**src/design/spirq_map.svh**
```systemverilog
// register map, field positions, reset values and timing counts of the serial port irq block
`ifndef SPIRQ_MAP_SVH
`define SPIRQ_MAP_SVH

`define SPIRQ_ADDR_PRESCALE    32'h40040010
`define SPIRQ_ADDR_ENABLE      32'h40040014
`define SPIRQ_ADDR_RAW         32'h40040018
`define SPIRQ_ADDR_ENABLED     32'h4004001c
`define SPIRQ_ADDR_CLEAR       32'h40040020
`define SPIRQ_ADDR_RATE        32'h40040024
`define SPIRQ_ADDR_EVENT       32'h40040028
`define SPIRQ_ADDR_EVENT_MASK  32'h4004002c

`define SPIRQ_BIT_OVERRUN      0
`define SPIRQ_BIT_TIMEOUT      1
`define SPIRQ_BIT_RX_HALF      2
`define SPIRQ_BIT_TX_HALF      3
`define SPIRQ_NUM_FLAGS        4

`define SPIRQ_RAW_RESET        4'h8
`define SPIRQ_ENABLE_RESET     4'h0
`define SPIRQ_BYTE_RESET       8'h00
`define SPIRQ_PRESCALE_KEEP    8'hfe

`define SPIRQ_TIMEOUT_BITS     32
`define SPIRQ_CNT_W            21

`endif

```
**src/design/spirq_pkg.sv**
```systemverilog
// types shared by the serial port irq block
package spirq_pkg;

  // status coming from the fifo and shifter logic on the same clock
  typedef struct packed {
    logic rxFrameDone;
    logic rxFifoFull;
    logic rxFifoEmpty;
    logic rxFifoRead;
    logic rxHalfFull;
    logic txHalfEmpty;
  } spirq_fifo_t;

  // one bit per condition, bit 0 is overrun
  typedef struct packed {
    logic txHalfEmpty;
    logic rxHalfFull;
    logic rxTimeout;
    logic overrun;
  } spirq_flags_t;

  typedef enum logic {
    SPIRQ_BUS_WAIT,
    SPIRQ_BUS_ANSWER
  } spirq_bus_t;

endpackage

```
**src/design/spirq_timeout.sv**
```systemverilog
// receive time-out counter: unread data waiting for 32 serial bit times
`timescale 1ns/1ns
`default_nettype none
`include "spirq_map.svh"

module spirq_timeout (
  input  wire logic       clk,
  input  wire logic       rst_n,
  input  wire logic       rxFifoEmpty,
  input  wire logic       rxFifoRead,
  input  wire logic [7:0] prescaleDivisor,
  input  wire logic [7:0] rateFactor,
  output var  logic       timeoutHit
);

  function automatic logic [`SPIRQ_CNT_W-1:0] periodCycles(
    input logic [7:0] div,
    input logic [7:0] rate
  );
    logic [`SPIRQ_CNT_W-1:0] bitCycles;
    bitCycles = `SPIRQ_CNT_W'(div) * (`SPIRQ_CNT_W'(rate) + `SPIRQ_CNT_W'(1));
    return bitCycles * `SPIRQ_CNT_W'(`SPIRQ_TIMEOUT_BITS);
  endfunction

  logic [`SPIRQ_CNT_W-1:0] waitCount;
  logic [`SPIRQ_CNT_W-1:0] limit;
  logic                    restart;
  logic                    reached;

  assign limit   = periodCycles(prescaleDivisor, rateFactor);
  // a zero divisor means no bit clock, so the counter stays parked
  assign restart = rxFifoEmpty || rxFifoRead || (limit == '0);
  assign reached = !restart && (waitCount == limit - `SPIRQ_CNT_W'(1));

  always_ff @(posedge clk) begin
    if (!rst_n) begin
      waitCount  <= '0;
      timeoutHit <= 1'b0;
    end else begin
      timeoutHit <= reached;
      if (restart) begin
        waitCount <= '0;
      end else if (waitCount != limit) begin
        // holds at the limit so one wait gives one pulse
        waitCount <= waitCount + `SPIRQ_CNT_W'(1);
      end
    end
  end

endmodule
`default_nettype wire

```
**src/design/spirq_ctrl.sv**
```systemverilog
// serial port interrupt status, enable and clear logic behind an avalon-mm slave
//
// The implementer's own choice: the Avalon-MM interface to the registers.
`timescale 1ns/1ns
`default_nettype none
`include "spirq_map.svh"

module spirq_ctrl
  import spirq_pkg::*;
(
  input  wire logic        clk,
  input  wire logic        rst_n,
  input  wire logic [31:0] avs_address,
  input  wire logic        avs_read,
  input  wire logic        avs_write,
  input  wire logic [31:0] avs_writedata,
  input  wire logic [3:0]  avs_byteenable,
  output var  logic [31:0] avs_readdata,
  output var  logic        avs_waitrequest,
  input  wire spirq_fifo_t fifoStatus,
  output var  logic        overwriteLast,
  output var  logic [7:0]  prescaleDivisor,
  output var  logic [7:0]  serialClockRateFactor,
  output var  logic        irq
);

  ////////////////////////////////////////////////////////////////////////////
  // state

  spirq_bus_t   busState;
  spirq_bus_t   next_busState;
  spirq_flags_t rawFlags;
  spirq_flags_t next_rawFlags;
  spirq_flags_t enableFlags;
  spirq_flags_t next_enableFlags;
  spirq_flags_t eventLog;
  spirq_flags_t next_eventLog;
  spirq_flags_t eventMask;
  spirq_flags_t next_eventMask;
  spirq_flags_t rawLast;
  spirq_flags_t enabledFlags;
  spirq_flags_t risingFlags;
  spirq_flags_t reportedLog;
  logic [7:0]   next_prescaleDivisor;
  logic [7:0]   next_serialClockRateFactor;
  logic [31:0]  next_readdata;
  logic         timeoutHit;
  logic         overrunEvent;

  ////////////////////////////////////////////////////////////////////////////
  // bus decode

  logic hitPrescale;
  logic hitEnable;
  logic hitRaw;
  logic hitEnabled;
  logic hitClear;
  logic hitRate;
  logic hitEvent;
  logic hitEventMask;
  logic lowLane;
  logic takeNow;
  logic writeNow;
  logic readNow;

  // full 32-bit compare, so aliases of a register read as unmapped
  function automatic logic addrIs(
    input logic [31:0] addr,
    input logic [31:0] target
  );
    return (addr == target);
  endfunction

  // every flag register keeps its fields in the lowest bits of the word
  function automatic spirq_flags_t flagsOf(
    input logic [31:0] word
  );
    return spirq_flags_t'(word[`SPIRQ_NUM_FLAGS-1:0]);
  endfunction

  assign hitPrescale  = addrIs(avs_address, `SPIRQ_ADDR_PRESCALE);
  assign hitEnable    = addrIs(avs_address, `SPIRQ_ADDR_ENABLE);
  assign hitRaw       = addrIs(avs_address, `SPIRQ_ADDR_RAW);
  assign hitEnabled   = addrIs(avs_address, `SPIRQ_ADDR_ENABLED);
  assign hitClear     = addrIs(avs_address, `SPIRQ_ADDR_CLEAR);
  assign hitRate      = addrIs(avs_address, `SPIRQ_ADDR_RATE);
  assign hitEvent     = addrIs(avs_address, `SPIRQ_ADDR_EVENT);
  assign hitEventMask = addrIs(avs_address, `SPIRQ_ADDR_EVENT_MASK);

  // every field lives in byte lane 0, the other lanes only carry reserved bits
  assign lowLane  = avs_byteenable[0];
  // the master samples waitrequest low at this edge, so effects land here only
  assign takeNow  = (busState == SPIRQ_BUS_ANSWER);
  assign writeNow = takeNow && avs_write && lowLane;
  assign readNow  = takeNow && avs_read;

  logic writeEnable;
  logic writeClear;
  logic writePrescale;
  logic writeRate;
  logic writeEventMask;
  logic readEvent;

  assign writeEnable    = writeNow && hitEnable;
  assign writeClear     = writeNow && hitClear;
  assign writePrescale  = writeNow && hitPrescale;
  assign writeRate      = writeNow && hitRate;
  assign writeEventMask = writeNow && hitEventMask;
  assign readEvent      = readNow && hitEvent;

  ////////////////////////////////////////////////////////////////////////////
  // bus handshake: one wait cycle, then one answer cycle

  always_comb begin
    next_busState = busState;
    case (busState)
      SPIRQ_BUS_WAIT: begin
        if (avs_read || avs_write) begin
          next_busState = SPIRQ_BUS_ANSWER;
        end
      end
      SPIRQ_BUS_ANSWER: begin
        next_busState = SPIRQ_BUS_WAIT;
      end
      default: begin
        next_busState = SPIRQ_BUS_WAIT;
      end
    endcase
  end

  ////////////////////////////////////////////////////////////////////////////
  // receive time-out

  spirq_timeout u_timeout (
    .clk             (clk),
    .rst_n           (rst_n),
    .rxFifoEmpty     (fifoStatus.rxFifoEmpty),
    .rxFifoRead      (fifoStatus.rxFifoRead),
    .prescaleDivisor (prescaleDivisor),
    .rateFactor      (serialClockRateFactor),
    .timeoutHit      (timeoutHit)
  );

  ////////////////////////////////////////////////////////////////////////////
  // condition flags

  assign overrunEvent = fifoStatus.rxFrameDone && fifoStatus.rxFifoFull;

  always_comb begin
    next_rawFlags = rawFlags;
    if (writeClear && avs_writedata[`SPIRQ_BIT_OVERRUN]) begin
      next_rawFlags.overrun = 1'b0;
    end
    if (writeClear && avs_writedata[`SPIRQ_BIT_TIMEOUT]) begin
      next_rawFlags.rxTimeout = 1'b0;
    end
    if (overrunEvent) begin
      next_rawFlags.overrun = 1'b1;
    end
    if (timeoutHit) begin
      next_rawFlags.rxTimeout = 1'b1;
    end
    next_rawFlags.rxHalfFull  = fifoStatus.rxHalfFull;
    next_rawFlags.txHalfEmpty = fifoStatus.txHalfEmpty;
  end

  assign enabledFlags = rawFlags & enableFlags;

  ////////////////////////////////////////////////////////////////////////////
  // configuration

  always_comb begin
    next_enableFlags           = enableFlags;
    next_prescaleDivisor       = prescaleDivisor;
    next_serialClockRateFactor = serialClockRateFactor;
    next_eventMask             = eventMask;
    if (writeEnable) begin
      next_enableFlags = flagsOf(avs_writedata);
    end
    if (writePrescale) begin
      next_prescaleDivisor = avs_writedata[7:0] & `SPIRQ_PRESCALE_KEEP;
    end
    if (writeRate) begin
      next_serialClockRateFactor = avs_writedata[7:0];
    end
    if (writeEventMask) begin
      next_eventMask = flagsOf(avs_writedata);
    end
  end

  ////////////////////////////////////////////////////////////////////////////
  // event log: rising conditions, cleared by reading it

  assign risingFlags = rawFlags & ~rawLast;
  // only what the answer showed is cleared, so a later rise is kept
  assign reportedLog = readEvent ?
                       flagsOf(avs_readdata) :
                       spirq_flags_t'(`SPIRQ_ENABLE_RESET);
  assign next_eventLog = (eventLog & ~reportedLog) | risingFlags;

  ////////////////////////////////////////////////////////////////////////////
  // read data, sampled one cycle before the answer

  always_comb begin
    next_readdata = avs_readdata;
    if (busState == SPIRQ_BUS_WAIT && avs_read) begin
      next_readdata = '0;
      if (hitPrescale) begin
        next_readdata[7:0] = prescaleDivisor;
      end else if (hitEnable) begin
        next_readdata[`SPIRQ_NUM_FLAGS-1:0] = enableFlags;
      end else if (hitRaw) begin
        next_readdata[`SPIRQ_NUM_FLAGS-1:0] = rawFlags;
      end else if (hitEnabled) begin
        next_readdata[`SPIRQ_NUM_FLAGS-1:0] = enabledFlags;
      end else if (hitRate) begin
        next_readdata[7:0] = serialClockRateFactor;
      end else if (hitEvent) begin
        next_readdata[`SPIRQ_NUM_FLAGS-1:0] = eventLog;
      end else if (hitEventMask) begin
        next_readdata[`SPIRQ_NUM_FLAGS-1:0] = eventMask;
      end
    end
  end

  ////////////////////////////////////////////////////////////////////////////
  // registers

  always_ff @(posedge clk) begin
    if (!rst_n) begin
      busState        <= SPIRQ_BUS_WAIT;
      avs_waitrequest <= 1'b1;
      avs_readdata    <= '0;
    end else begin
      busState        <= next_busState;
      avs_waitrequest <= (next_busState != SPIRQ_BUS_ANSWER);
      avs_readdata    <= next_readdata;
    end
  end

  always_ff @(posedge clk) begin
    if (!rst_n) begin
      rawFlags <= spirq_flags_t'(`SPIRQ_RAW_RESET);
      rawLast  <= spirq_flags_t'(`SPIRQ_RAW_RESET);
    end else begin
      rawFlags <= next_rawFlags;
      rawLast  <= rawFlags;
    end
  end

  always_ff @(posedge clk) begin
    if (!rst_n) begin
      enableFlags           <= spirq_flags_t'(`SPIRQ_ENABLE_RESET);
      eventMask             <= spirq_flags_t'(`SPIRQ_ENABLE_RESET);
      eventLog              <= spirq_flags_t'(`SPIRQ_ENABLE_RESET);
      prescaleDivisor       <= `SPIRQ_BYTE_RESET;
      serialClockRateFactor <= `SPIRQ_BYTE_RESET;
    end else begin
      enableFlags           <= next_enableFlags;
      eventMask             <= next_eventMask;
      eventLog              <= next_eventLog;
      prescaleDivisor       <= next_prescaleDivisor;
      serialClockRateFactor <= next_serialClockRateFactor;
    end
  end

  ////////////////////////////////////////////////////////////////////////////
  // interrupt request

  logic levelCause;
  logic logCause;
  logic next_irq;

  // built from next values so irq rises with the flag, not an edge later
  // or of enabled bits
  assign levelCause = |(next_rawFlags & next_enableFlags);
  assign logCause   = |(next_eventLog & next_eventMask);
  assign next_irq   = levelCause || logCause;

  ////////////////////////////////////////////////////////////////////////////
  // outputs toward the fifo and the interrupt controller

  always_ff @(posedge clk) begin
    if (!rst_n) begin
      overwriteLast <= 1'b0;
      irq           <= 1'b0;
    end else begin
      overwriteLast <= overrunEvent;
      irq           <= next_irq;
    end
  end

endmodule
`default_nettype wire

```
**config.mk**
```make
export PLATFORM = sky130hd
export DESIGN_NAME = spirq_ctrl
export DESIGN_NICKNAME = d
export VERILOG_FILES = /design/src/design/spirq_pkg.sv /design/src/design/spirq_timeout.sv /design/src/design/spirq_ctrl.sv
export VERILOG_INCLUDE_DIRS = /design/src /design/src/design
export SDC_FILE = /design/constraint.sdc
export NUM_CORES = 1
export LEC_CHECK = 0
export BUFFER_PORTS_ARGS = -buffer_cell sky130_fd_sc_hd__buf_2
export CORE_UTILIZATION = 55
export DETAILED_ROUTE_END_ITERATION = 10
export MAX_ROUTING_LAYER = met4
export PLACE_DENSITY = 0.87
export SLEW_MARGIN = 20
export SYNTH_ARGS = -nofsm -noshare
export SYNTH_HDL_FRONTEND = slang
export SYNTH_HIERARCHICAL = 1
export SYNTH_SLANG_ARGS = --single-unit
```
**constraint.sdc**
```tcl
create_clock -name clk -period 6.4 [get_ports clk]
set_input_delay 1.28 -clock clk [delete_from_list [all_inputs] [get_ports clk]]
set_output_delay 1.28 -clock clk [all_outputs]
set_load 0.05 [all_outputs]
```
==> implementation parameters, run 1 <==
Parameter                              Value

Layout
  End-of-flow core utilization    64.04%
  Share of post-route cells with drive strength above 1    16.51%
  Fill cell total of the finished layout    949
  Sequential cell area    1381 um2
  Area of the multi-input gates    4736 um2
  N_diodes    0
  Finished Cell Area    7375 um2
  Layout-stage area growth over the synthesis result    12.27%
  Net count reported at finish    1019

Global route
  Vias in the first global route    5550
  Antenna violations before repair    0
  Maximum number of pins on one net before global-route repair    32
  Sum of overflow across all layers after global routing    0
  Wire length of the first global-routing pass    25570 um
  All-layer global routing usage    26.27%

CTS
  Clk Tree Root Cell    sky130_fd_sc_hd__clkbuf_16
  TritonCTS Buffers    9
  CTS clock-pin slew for the worst setup and hold paths    60 ps
  Clock insertion delay at the later pin of the skew report    340 ps
  CTS tree    yes
  Number of resized instances in the post-cts repair step    0
  Number of hold buffers added after cts    0
  Clock net sink count    69
  Post-CTS setup-driven buffer insertion count    0
  Max Buffers Root-to-Sink    2
  Count of H-tree levels built during CTS    3

Synthesis
  Synth async-reset ratio    0%
  Most used DFF post-synth    sky130_fd_sc_hd__dfxtp_1
  Yosys warns    6
  Post-Syn Area    6569 um2
  Number of flip-flops and latches in the synthesized netlist    69
  Average cell area after synthesis    8.379 um2
  Sequential fraction of the synthesis area    21.03%
  Number of different library cells in the post-synthesis netlist    75
  Number of flops mapped to enable cells by yosys    0
  Mapped Cells    784

Outcome
  Violations in the final reports    DRC
  Status    finished with violations

STA
  Worst setup skew after layout    11.14 ps
  Period Utilization, post-route    95.84%
  Relative slew slack    33.93%
  Fin Setup TNS    0 ps
  Final setup violating endpoints    0
  Number of slew-limit violations in the final report    0
  Fin crit period    6134 ps
  Count of endpoints failing hold in the final timing report    0
  Actual transition at the worst max-transition pin    989.9 ps
  Final worst-path setup slack    266.0 ps
  Maximum clock frequency    163.0 MHz

Place
  Routability Congestion    0.9444
  Final HPWL DP    11470 um
  Cell area reported after detailed placement    7000 um2
  Input/output buffers    76
  Post-placement setup slack    177.2 ps

Route
  Post-detailed-routing wire length    15290 um
  Routed vias/inst    5.671
  DRT antenna net count    0
  Total DRC errors in the routed layout    6
  Via count of the routed design    5722
  Drt first pass iters    8
  WL/cell    15.16 um
  Iteration-0 DRC Markers    416

Setup path
  Top fanout value on the critical path    21
  Setup crit end kind    register
  Cell breakdown of the critical path    ha_1 > nand3_1 > xnor2_1 > buf_4 > nand2_1 > fa_1 > fa_1 > fa_1 > fa_1 > inv_1 > ha_1 > nor2b_1 > a221o_1 > a211oi_4 > and2_4 > nand4_1 > or3_4 > o21ai_4 > buf_6 > nor2_1
  Library cell contributing the largest single delay on the critical path    sky130_fd_sc_hd__fa_1
  Top cell by count, worst path    sky130_fd_sc_hd__fa_1
  Kind of launch point of the worst setup path    register
  Biggest cell delay along the critical path    590 ps
  Required time of the worst setup path    6620 ps
  Type of the setup path with the least slack    register to register
  Worst endpoint data arrival time    6350 ps

Power and ir drop
  Final Total Pwr    0.001108 W
  Maximum resistive drop on vdd    0.1956 mV
  P_leak    3.275 nW
  Power per Cell Area    150.2 nW/um2

Floorplanning
  Number of top-level design ports    129
  Width of the die    111.3 um
  Core Region    11520 um2
  Total die area    12380 um2
  Effective utilization at floorplan    57.04%
  Chip Height    111.3 um
  # rows    39

Hold path
  Tightest Hold Check Type    register to register

Flow run
  Max-cap violations    0
[report_power, final]
group / internal, W / switching [W]
logic: 0.0000293 / 0.0000818
clock network: 0.000347 / 0.000210
registers: 0.000436 / 0.00000390
total: 0.000812 / 0.000295
[through the flow]
step | instances | hold WS, ps
after floorplan | 817 | 416.5
after global placement | 993 | 452.9
after detailed placement | 993 | 463.4
after CTS | 1009 | 472.5
after global routing | 1009 | 502.7
final | 1009 | 480.5
[synth_stat cells (21+ instances only)]
cell type	count	area [um2]
sky130_fd_sc_hd__a21oi_1	26	130.1
sky130_fd_sc_hd__inv_1	71	266.5
sky130_fd_sc_hd__fa_1	41	820.8
sky130_fd_sc_hd__ha_1	39	488.0
sky130_fd_sc_hd__xnor2_1	23	201.4
sky130_fd_sc_hd__xor2_1	36	315.3
sky130_fd_sc_hd__dfxtp_1	69	1381
sky130_fd_sc_hd__and2_1	41	256.5
sky130_fd_sc_hd__clkbuf_1	21	78.83
sky130_fd_sc_hd__nand3_1	29	145.1
sky130_fd_sc_hd__buf_4	26	195.2
sky130_fd_sc_hd__nand2_1	99	371.6
sky130_fd_sc_hd__nor2_1	51	191.4
[final timing paths]
path / to / from / slack (ps) / cells after the start
min: rawLast[0] / rawFlags[0] / 480 / 2
max reg2reg: u_timeout/waitCount[6] / serialClockRateFactor[1] / 270 / 20
max: u_timeout/waitCount[6] / serialClockRateFactor[1] / 270 / 20
min reg2reg: rawLast[0] / rawFlags[0] / 480 / 2
[layout by cell type, fill, tap and decap left out, types with 11 or more instances in the layout]
master                     n
sky130_fd_sc_hd__conb_1   34
sky130_fd_sc_hd__nor2_1   51
sky130_fd_sc_hd__xnor2_1  22
sky130_fd_sc_hd__fa_1     41
sky130_fd_sc_hd__o21ai_0  17
sky130_fd_sc_hd__and2_1   40
sky130_fd_sc_hd__dfxtp_1  69
sky130_fd_sc_hd__a21oi_1  26
sky130_fd_sc_hd__inv_1    71
sky130_fd_sc_hd__xor2_1   35
sky130_fd_sc_hd__and3_1   11
sky130_fd_sc_hd__ha_1     38
sky130_fd_sc_hd__nor3_1   17
sky130_fd_sc_hd__nand3_1  29
sky130_fd_sc_hd__nand2_1  99
sky130_fd_sc_hd__buf_4    12
sky130_fd_sc_hd__buf_2    76
sky130_fd_sc_hd__nor2b_1  14
[flip-flops by register name, summed over array words and instances, names as in the netlist, 4 cells and up]
register and count:
u_timeout/waitCount 21, avs_readdata 8, serialClockRateFactor 8, prescaleDivisor 7, enableFlags 4, eventLog 4, eventMask 4, rawFlags 4
rawLast 4
[worst max-delay path, delay by kind of cell (launching register included)]
kind | cells | cell delay (ps)
flip-flops | 1 | 430
AO/OA/AOI/OAI | 3 | 780
adder cells (fa/ha/maj) | 6 | 2700
AND/OR/NAND/NOR | 7 | 1450
XOR/XNOR | 1 | 210
buffers and inverters | 3 | 440
[per-layer routing]
layer | part of all wire (%) | vias to the layer above | track usage, %
met3 | 6.8 | 37 | 4.975
li1 | - | 2757 | -
met4 | 2.3 | 0 | 10.27
met1 | 42 | 2703 | 31.61
met5 | 0 | - | -
met2 | 49 | 225 | 43.50
[cell families (layout without fill, tap and decap cells)]
logic type / Yosys count / after routing / share of synthesized area (%)
buf+inv: 127 / 176 / 9.372
xor+xnor: 61 / 61 / 8.629
fa+ha+maj: 80 / 80 / 19.92
other cells: 1 / 34 / 0.05709
flops: 69 / 69 / 21.03
mux: 17 / 17 / 2.743
compound gates: 117 / 117 / 13.31
simple gates: 312 / 312 / 24.93
[cell type report]
cell class,instances,share of cell area (%)
Multi-Input combinational cell,621,64.22
Sequential cell,69,18.73
Timing Repair Buffer,89,6.532
Inverter,71,3.614
Clock buffer,9,3.054
Tap cell,143,2.426
Clock inverter,7,1.425
(Power assumes the default switching activity.)
==> inputs of run 2 (changes only) <==
--- a/config.mk
+++ b/config.mk
@@ -8,11 +8,11 @@
 export LEC_CHECK = 0
 export BUFFER_PORTS_ARGS = -buffer_cell sky130_fd_sc_hd__buf_2
 export CORE_UTILIZATION = 55
+export CTS_CLUSTER_DIAMETER = 50
 export DETAILED_ROUTE_END_ITERATION = 10
 export MAX_ROUTING_LAYER = met4
 export PLACE_DENSITY = 0.87
 export SLEW_MARGIN = 20
 export SYNTH_ARGS = -nofsm -noshare
 export SYNTH_HDL_FRONTEND = slang
-export SYNTH_HIERARCHICAL = 1
 export SYNTH_SLANG_ARGS = --single-unit
==> run 2 against run 1 <==
  * The flow now finishes without violations
  * Total power down 5.4%
  * Via count down 1.2%
  * Flip-flop and latch count unchanged
  * Critical path depth up 1
  * Die area down 5.4%
  * Cell area down 5.2%
  * Clock power down 9.2%
  * Sequential share of layout area up 1.0 points
  * First-iteration DRC count down 7.7%
  * Non-clock buffer count up 3
  * Highest routed layer unchanged
==> implementation parameters, run 2 <==
Parameter                              Value

Synthesis
  Sequential fraction of the synthesis area    22.24% (was 21.03%)
  Cell type contributing the most total cell area after synthesis    sky130_fd_sc_hd__dfxtp_1 (unchanged)
  Post-Syn Area    6210 um2 (was 6569 um2)
  Mapped Cells    764 (was 784)
  Average cell area after synthesis    8.128 um2 (was 8.379 um2)
  Number of different library cells in the post-synthesis netlist    72 (was 75)
  Synth async-reset ratio    0% (unchanged)
  Yosys warns    0 (was 6)
  Most used DFF post-synth    sky130_fd_sc_hd__dfxtp_1 (unchanged)
  Yosys top cell area share    22.24% (was 21.03%)
  Most frequently used cell type in the post-synthesis netlist    sky130_fd_sc_hd__nand2_1 (unchanged)
  Top cells by area, synth    sky130_fd_sc_hd__dfxtp_1 (22%), sky130_fd_sc_hd__fa_1 (11%), sky130_fd_sc_hd__ha_1 (7.5%), sky130_fd_sc_hd__nand2_1 (5.7%), sky130_fd_sc_hd__xnor2_1 (5.1%) (was sky130_fd_sc_hd__dfxtp_1 (21%), sky130_fd_sc_hd__fa_1 (12%), sky130_fd_sc_hd__ha_1 (7.4%), sky130_fd_sc_hd__nand2_1 (5.7%), sky130_fd_sc_hd__xor2_1 (4.8%))
  Number of flip-flops and latches in the synthesized netlist    69 (unchanged)
  Most frequent cells after synthesis    sky130_fd_sc_hd__nand2_1 (95), sky130_fd_sc_hd__nor2_1 (73), sky130_fd_sc_hd__dfxtp_1 (69), sky130_fd_sc_hd__inv_1 (63), sky130_fd_sc_hd__ha_1 (37) (was sky130_fd_sc_hd__nand2_1 (99), sky130_fd_sc_hd__inv_1 (71), sky130_fd_sc_hd__dfxtp_1 (69), sky130_fd_sc_hd__nor2_1 (51))
  Number of flops mapped to enable cells by yosys    0 (unchanged)

STA
  Worst setup skew after layout    9.426 ps (was 11.14 ps)
  Fin Setup TNS    0 ps (unchanged)
  Final worst-path setup slack    282.4 ps (was 266.0 ps)
  Actual transition at the worst max-transition pin    1086 ps (was 989.9 ps)
  Number of slew-limit violations in the final report    0 (unchanged)
  Count of endpoints failing hold in the final timing report    0 (unchanged)
  RSZ-0062 raised after global routing    false
  Maximum clock frequency    163.5 MHz (was 163.0 MHz)
  Period Utilization, post-route    95.59% (was 95.84%)
  Relative slew slack    27.42% (was 33.93%)
  Final setup violating endpoints    0 (unchanged)
  Worst hold margin    482.2 ps (was 480.5 ps)
  Fin crit period    6118 ps (was 6134 ps)

Route
  Iteration-0 DRC Markers    384 (was 416)
  Post-detailed-routing wire length    14980 um (was 15290 um)
  Via count of the routed design    5654 (was 5722)
  WL/cell    15.32 um (was 15.16 um)
  DRT antenna net count    0 (unchanged)
  Drt first pass iters    5 (was 8)
  Total DRC errors in the routed layout    0 (was 6)
  Routed vias/inst    5.781 (was 5.671)

Floorplanning
  Core Region    10940 um2 (was 11520 um2)
  Width of the die    108.3 um (was 111.3 um)
  Chip Height    108.3 um (was 111.3 um)
  Number of top-level design ports    129 (unchanged)
  Total die area    11720 um2 (was 12380 um2)
  # rows    38 (was 39)
  Effective utilization at floorplan    56.78% (was 57.04%)

Global route
  Maximum number of pins on one net before global-route repair    41 (was 32)
  Sum of overflow across all layers after global routing    0 (unchanged)
  Wire length of the first global-routing pass    24540 um (was 25570 um)
  Vias in the first global route    5327 (was 5550)
  All-layer global routing usage    27.46% (was 26.27%)
  Antenna violations before repair    0 (unchanged)

Power and ir drop
  Switching fraction of total power    27.08% (was 26.67%)
  Combinational fraction of design power    9.5% (was 10.0%)
  Power per Cell Area    149.8 nW/um2 (was 150.2 nW/um2)
  Design internal power    0.0007637 W (was 0.0008122 W)
  Psw    0.0002836 W (was 0.0002954 W)
  P_leak    3.050 nW (was 3.275 nW)
  Share of total power in the clock network    48.3% (was 50.3%)
  Final Total Pwr    0.001047 W (was 0.001108 W)
  Sequential share of power    42.2% (was 39.7%)
  Maximum resistive drop on vdd    0.1453 mV (was 0.1956 mV)

Place
  Routability Congestion    0.8901 (was 0.9444)
  Input/output buffers    76 (unchanged)
  Cell area reported after detailed placement    6631 um2 (was 7000 um2)
  Post-placement setup slack    279.7 ps (was 177.2 ps)
  Final HPWL DP    11140 um (was 11470 um)

Layout
  Net count reported at finish    981 (was 1019)
  Share of post-route cells with drive strength above 1    16.71% (was 16.51%)
  Layout-stage area growth over the synthesis result    12.57% (was 12.27%)
  Finished Cell Area    6990 um2 (was 7375 um2)
  Flip-flop count of the largest register after layout    21 (unchanged)
  Most common cell after layout, fill and taps aside    sky130_fd_sc_hd__nand2_1 (unchanged)
  Top library cells by usage in the layout, fill and taps aside    sky130_fd_sc_hd__nand2_1 (95), sky130_fd_sc_hd__buf_2 (76), sky130_fd_sc_hd__nor2_1 (72) (was sky130_fd_sc_hd__nand2_1 (99), sky130_fd_sc_hd__buf_2 (76), sky130_fd_sc_hd__inv_1 (71))
  Register with the highest flop count    u_timeout.waitCount (was u_timeout/waitCount)
  N_diodes    0 (unchanged)
  Biggest registers after layout    u_timeout.waitCount: 21 flops, avs_readdata: 8 flops, serialClockRateFactor: 8 flops (was u_timeout/waitCount: 21 flops, avs_readdata: 8 flops, serialClockRateFactor: 8 flops)

CTS
  Count of H-tree levels built during CTS    3 (unchanged)
  Number of hold buffers added after cts    0 (unchanged)
  Clock net sink count    69 (unchanged)
  Clock insertion delay at the later pin of the skew report    340 ps (about the same)
  TritonCTS Buffers    9 (unchanged)
  CTS tree    yes (unchanged)
  Max Buffers Root-to-Sink    2 (unchanged)
  CTS clock-pin slew for the worst setup and hold paths    60 ps (about the same)
  Clk Tree Root Cell    sky130_fd_sc_hd__clkbuf_16 (unchanged)

Setup path
  Worst Reg2Reg Path Length in Cells    21 (was 20)
  Setup slack of the most critical reg-to-reg path    280 ps (was 270 ps)
  Setup crit end kind    register (unchanged)
  Kind of launch point of the worst setup path    register (unchanged)
  FF-to-FF Start    serialClockRateFactor[0] (was serialClockRateFactor[1])
  Required time of the worst setup path    6630 ps (was 6620 ps)
  Type of the setup path with the least slack    register to register (unchanged)
  Worst endpoint data arrival time    6350 ps (about the same)
  Top fanout value on the critical path    12 (was 21)
  Capture point of the worst reg-to-reg path    u_timeout.timeoutHit (was u_timeout/waitCount[6])
  Critical path endpoint    u_timeout.timeoutHit (was u_timeout/waitCount[6])
  Critical path origin    serialClockRateFactor[0] (was serialClockRateFactor[1])

Hold path
  Tightest Hold Check Type    register to register (unchanged)

Flow run
  Max-cap violations    0 (unchanged)

Outcome
  Status    finished clean (was finished with violations)
==> run 2: kinds of logic after synthesis <==
group           share of synthesized area [%]
simple gates                            24.20
compound gates                          15.47
buf+inv                                 9.168
fa+ha+maj                               18.09
flops                                   22.24
xor+xnor                                9.148
mux                                     1.612
other cells                           0.06039
==> run 2: power groups by stage <==
stage                     logic [W]  clock network, W  registers (W)
after global routing       0.000106          0.000533       0.000443
after CTS                 0.0000988          0.000509       0.000442
after floorplan           0.0000688                 0       0.000464
final                     0.0000994          0.000506       0.000442
after detailed placement  0.0000985                 0       0.000451
after global placement    0.0000968                 0       0.000451
==> run 2: metal layers <==
layer	vias to the layer above	wire length, um	GRT usage [%]	share of wire [%]
li1	2697	-	-	-
met1	2626	6057	32.34	40
met2	282	7236	44.40	48
met3	49	1194	6.811	8.0
met4	0	493	12.07	3.3
met5	-	0	-	0
==> run 2: worst max-delay path, cell delays in order (launching register included) <==
cell	delay, ps
sky130_fd_sc_hd__dfxtp_1	330
sky130_fd_sc_hd__buf_4	190
sky130_fd_sc_hd__and3_1	180
sky130_fd_sc_hd__nand3_1	120
sky130_fd_sc_hd__xnor2_1	180
sky130_fd_sc_hd__buf_4	180
sky130_fd_sc_hd__nand2_1	80
sky130_fd_sc_hd__fa_1	580
sky130_fd_sc_hd__fa_1	460
sky130_fd_sc_hd__fa_1	560
sky130_fd_sc_hd__inv_1	60
sky130_fd_sc_hd__fa_1	470
sky130_fd_sc_hd__ha_1	390
sky130_fd_sc_hd__nor3b_1	170
sky130_fd_sc_hd__a311o_1	310
sky130_fd_sc_hd__a211oi_4	300
sky130_fd_sc_hd__buf_4	190
sky130_fd_sc_hd__xor2_2	240
sky130_fd_sc_hd__nand4_1	180
sky130_fd_sc_hd__a31o_2	290
sky130_fd_sc_hd__a32o_1	240
sky130_fd_sc_hd__nor4_4	310
==> run 2: worst min path at each step <==
stage | startpoint | end | cells past startpoint
after detailed placement | rawFlags[3] | rawLast[3] | 2
after global routing | rawFlags[3] | rawLast[3] | 2
after global placement | u_timeout.timeoutHit | rawFlags[1] | 2
after floorplan | rawFlags[3] | rawLast[3] | 2
final | rawFlags[3] | rawLast[3] | 2
after CTS | rawFlags[3] | rawLast[3] | 2
==> run 2: final cells by class <==
type | count | area, um2
Tap cell | 140 | 175.2
Clock inverter | 7 | 73.82
Fill cell | 932 | 3945
Inverter | 64 | 240.2
Multi-Input combinational cell | 597 | 4394
Clock buffer | 9 | 225.2
Timing Repair Buffer | 92 | 500.5
Sequential cell | 69 | 1381
==> run 2: stage by stage <==
step,instances,utilization [%]
floorplan,788,-
global route,978,63.92
global placement,960,60.64
detailed placement,960,60.64
CTS,976,63.38
finish,978,63.92
==> run 2: repair_timing <==
| item | in CTS | in global routing |
|---|---|---|
| resized for setup | 0 | 8 |
| endpoints found under the setup margin | 0 | 22 |
| buffers inserted | 0 | 2 |
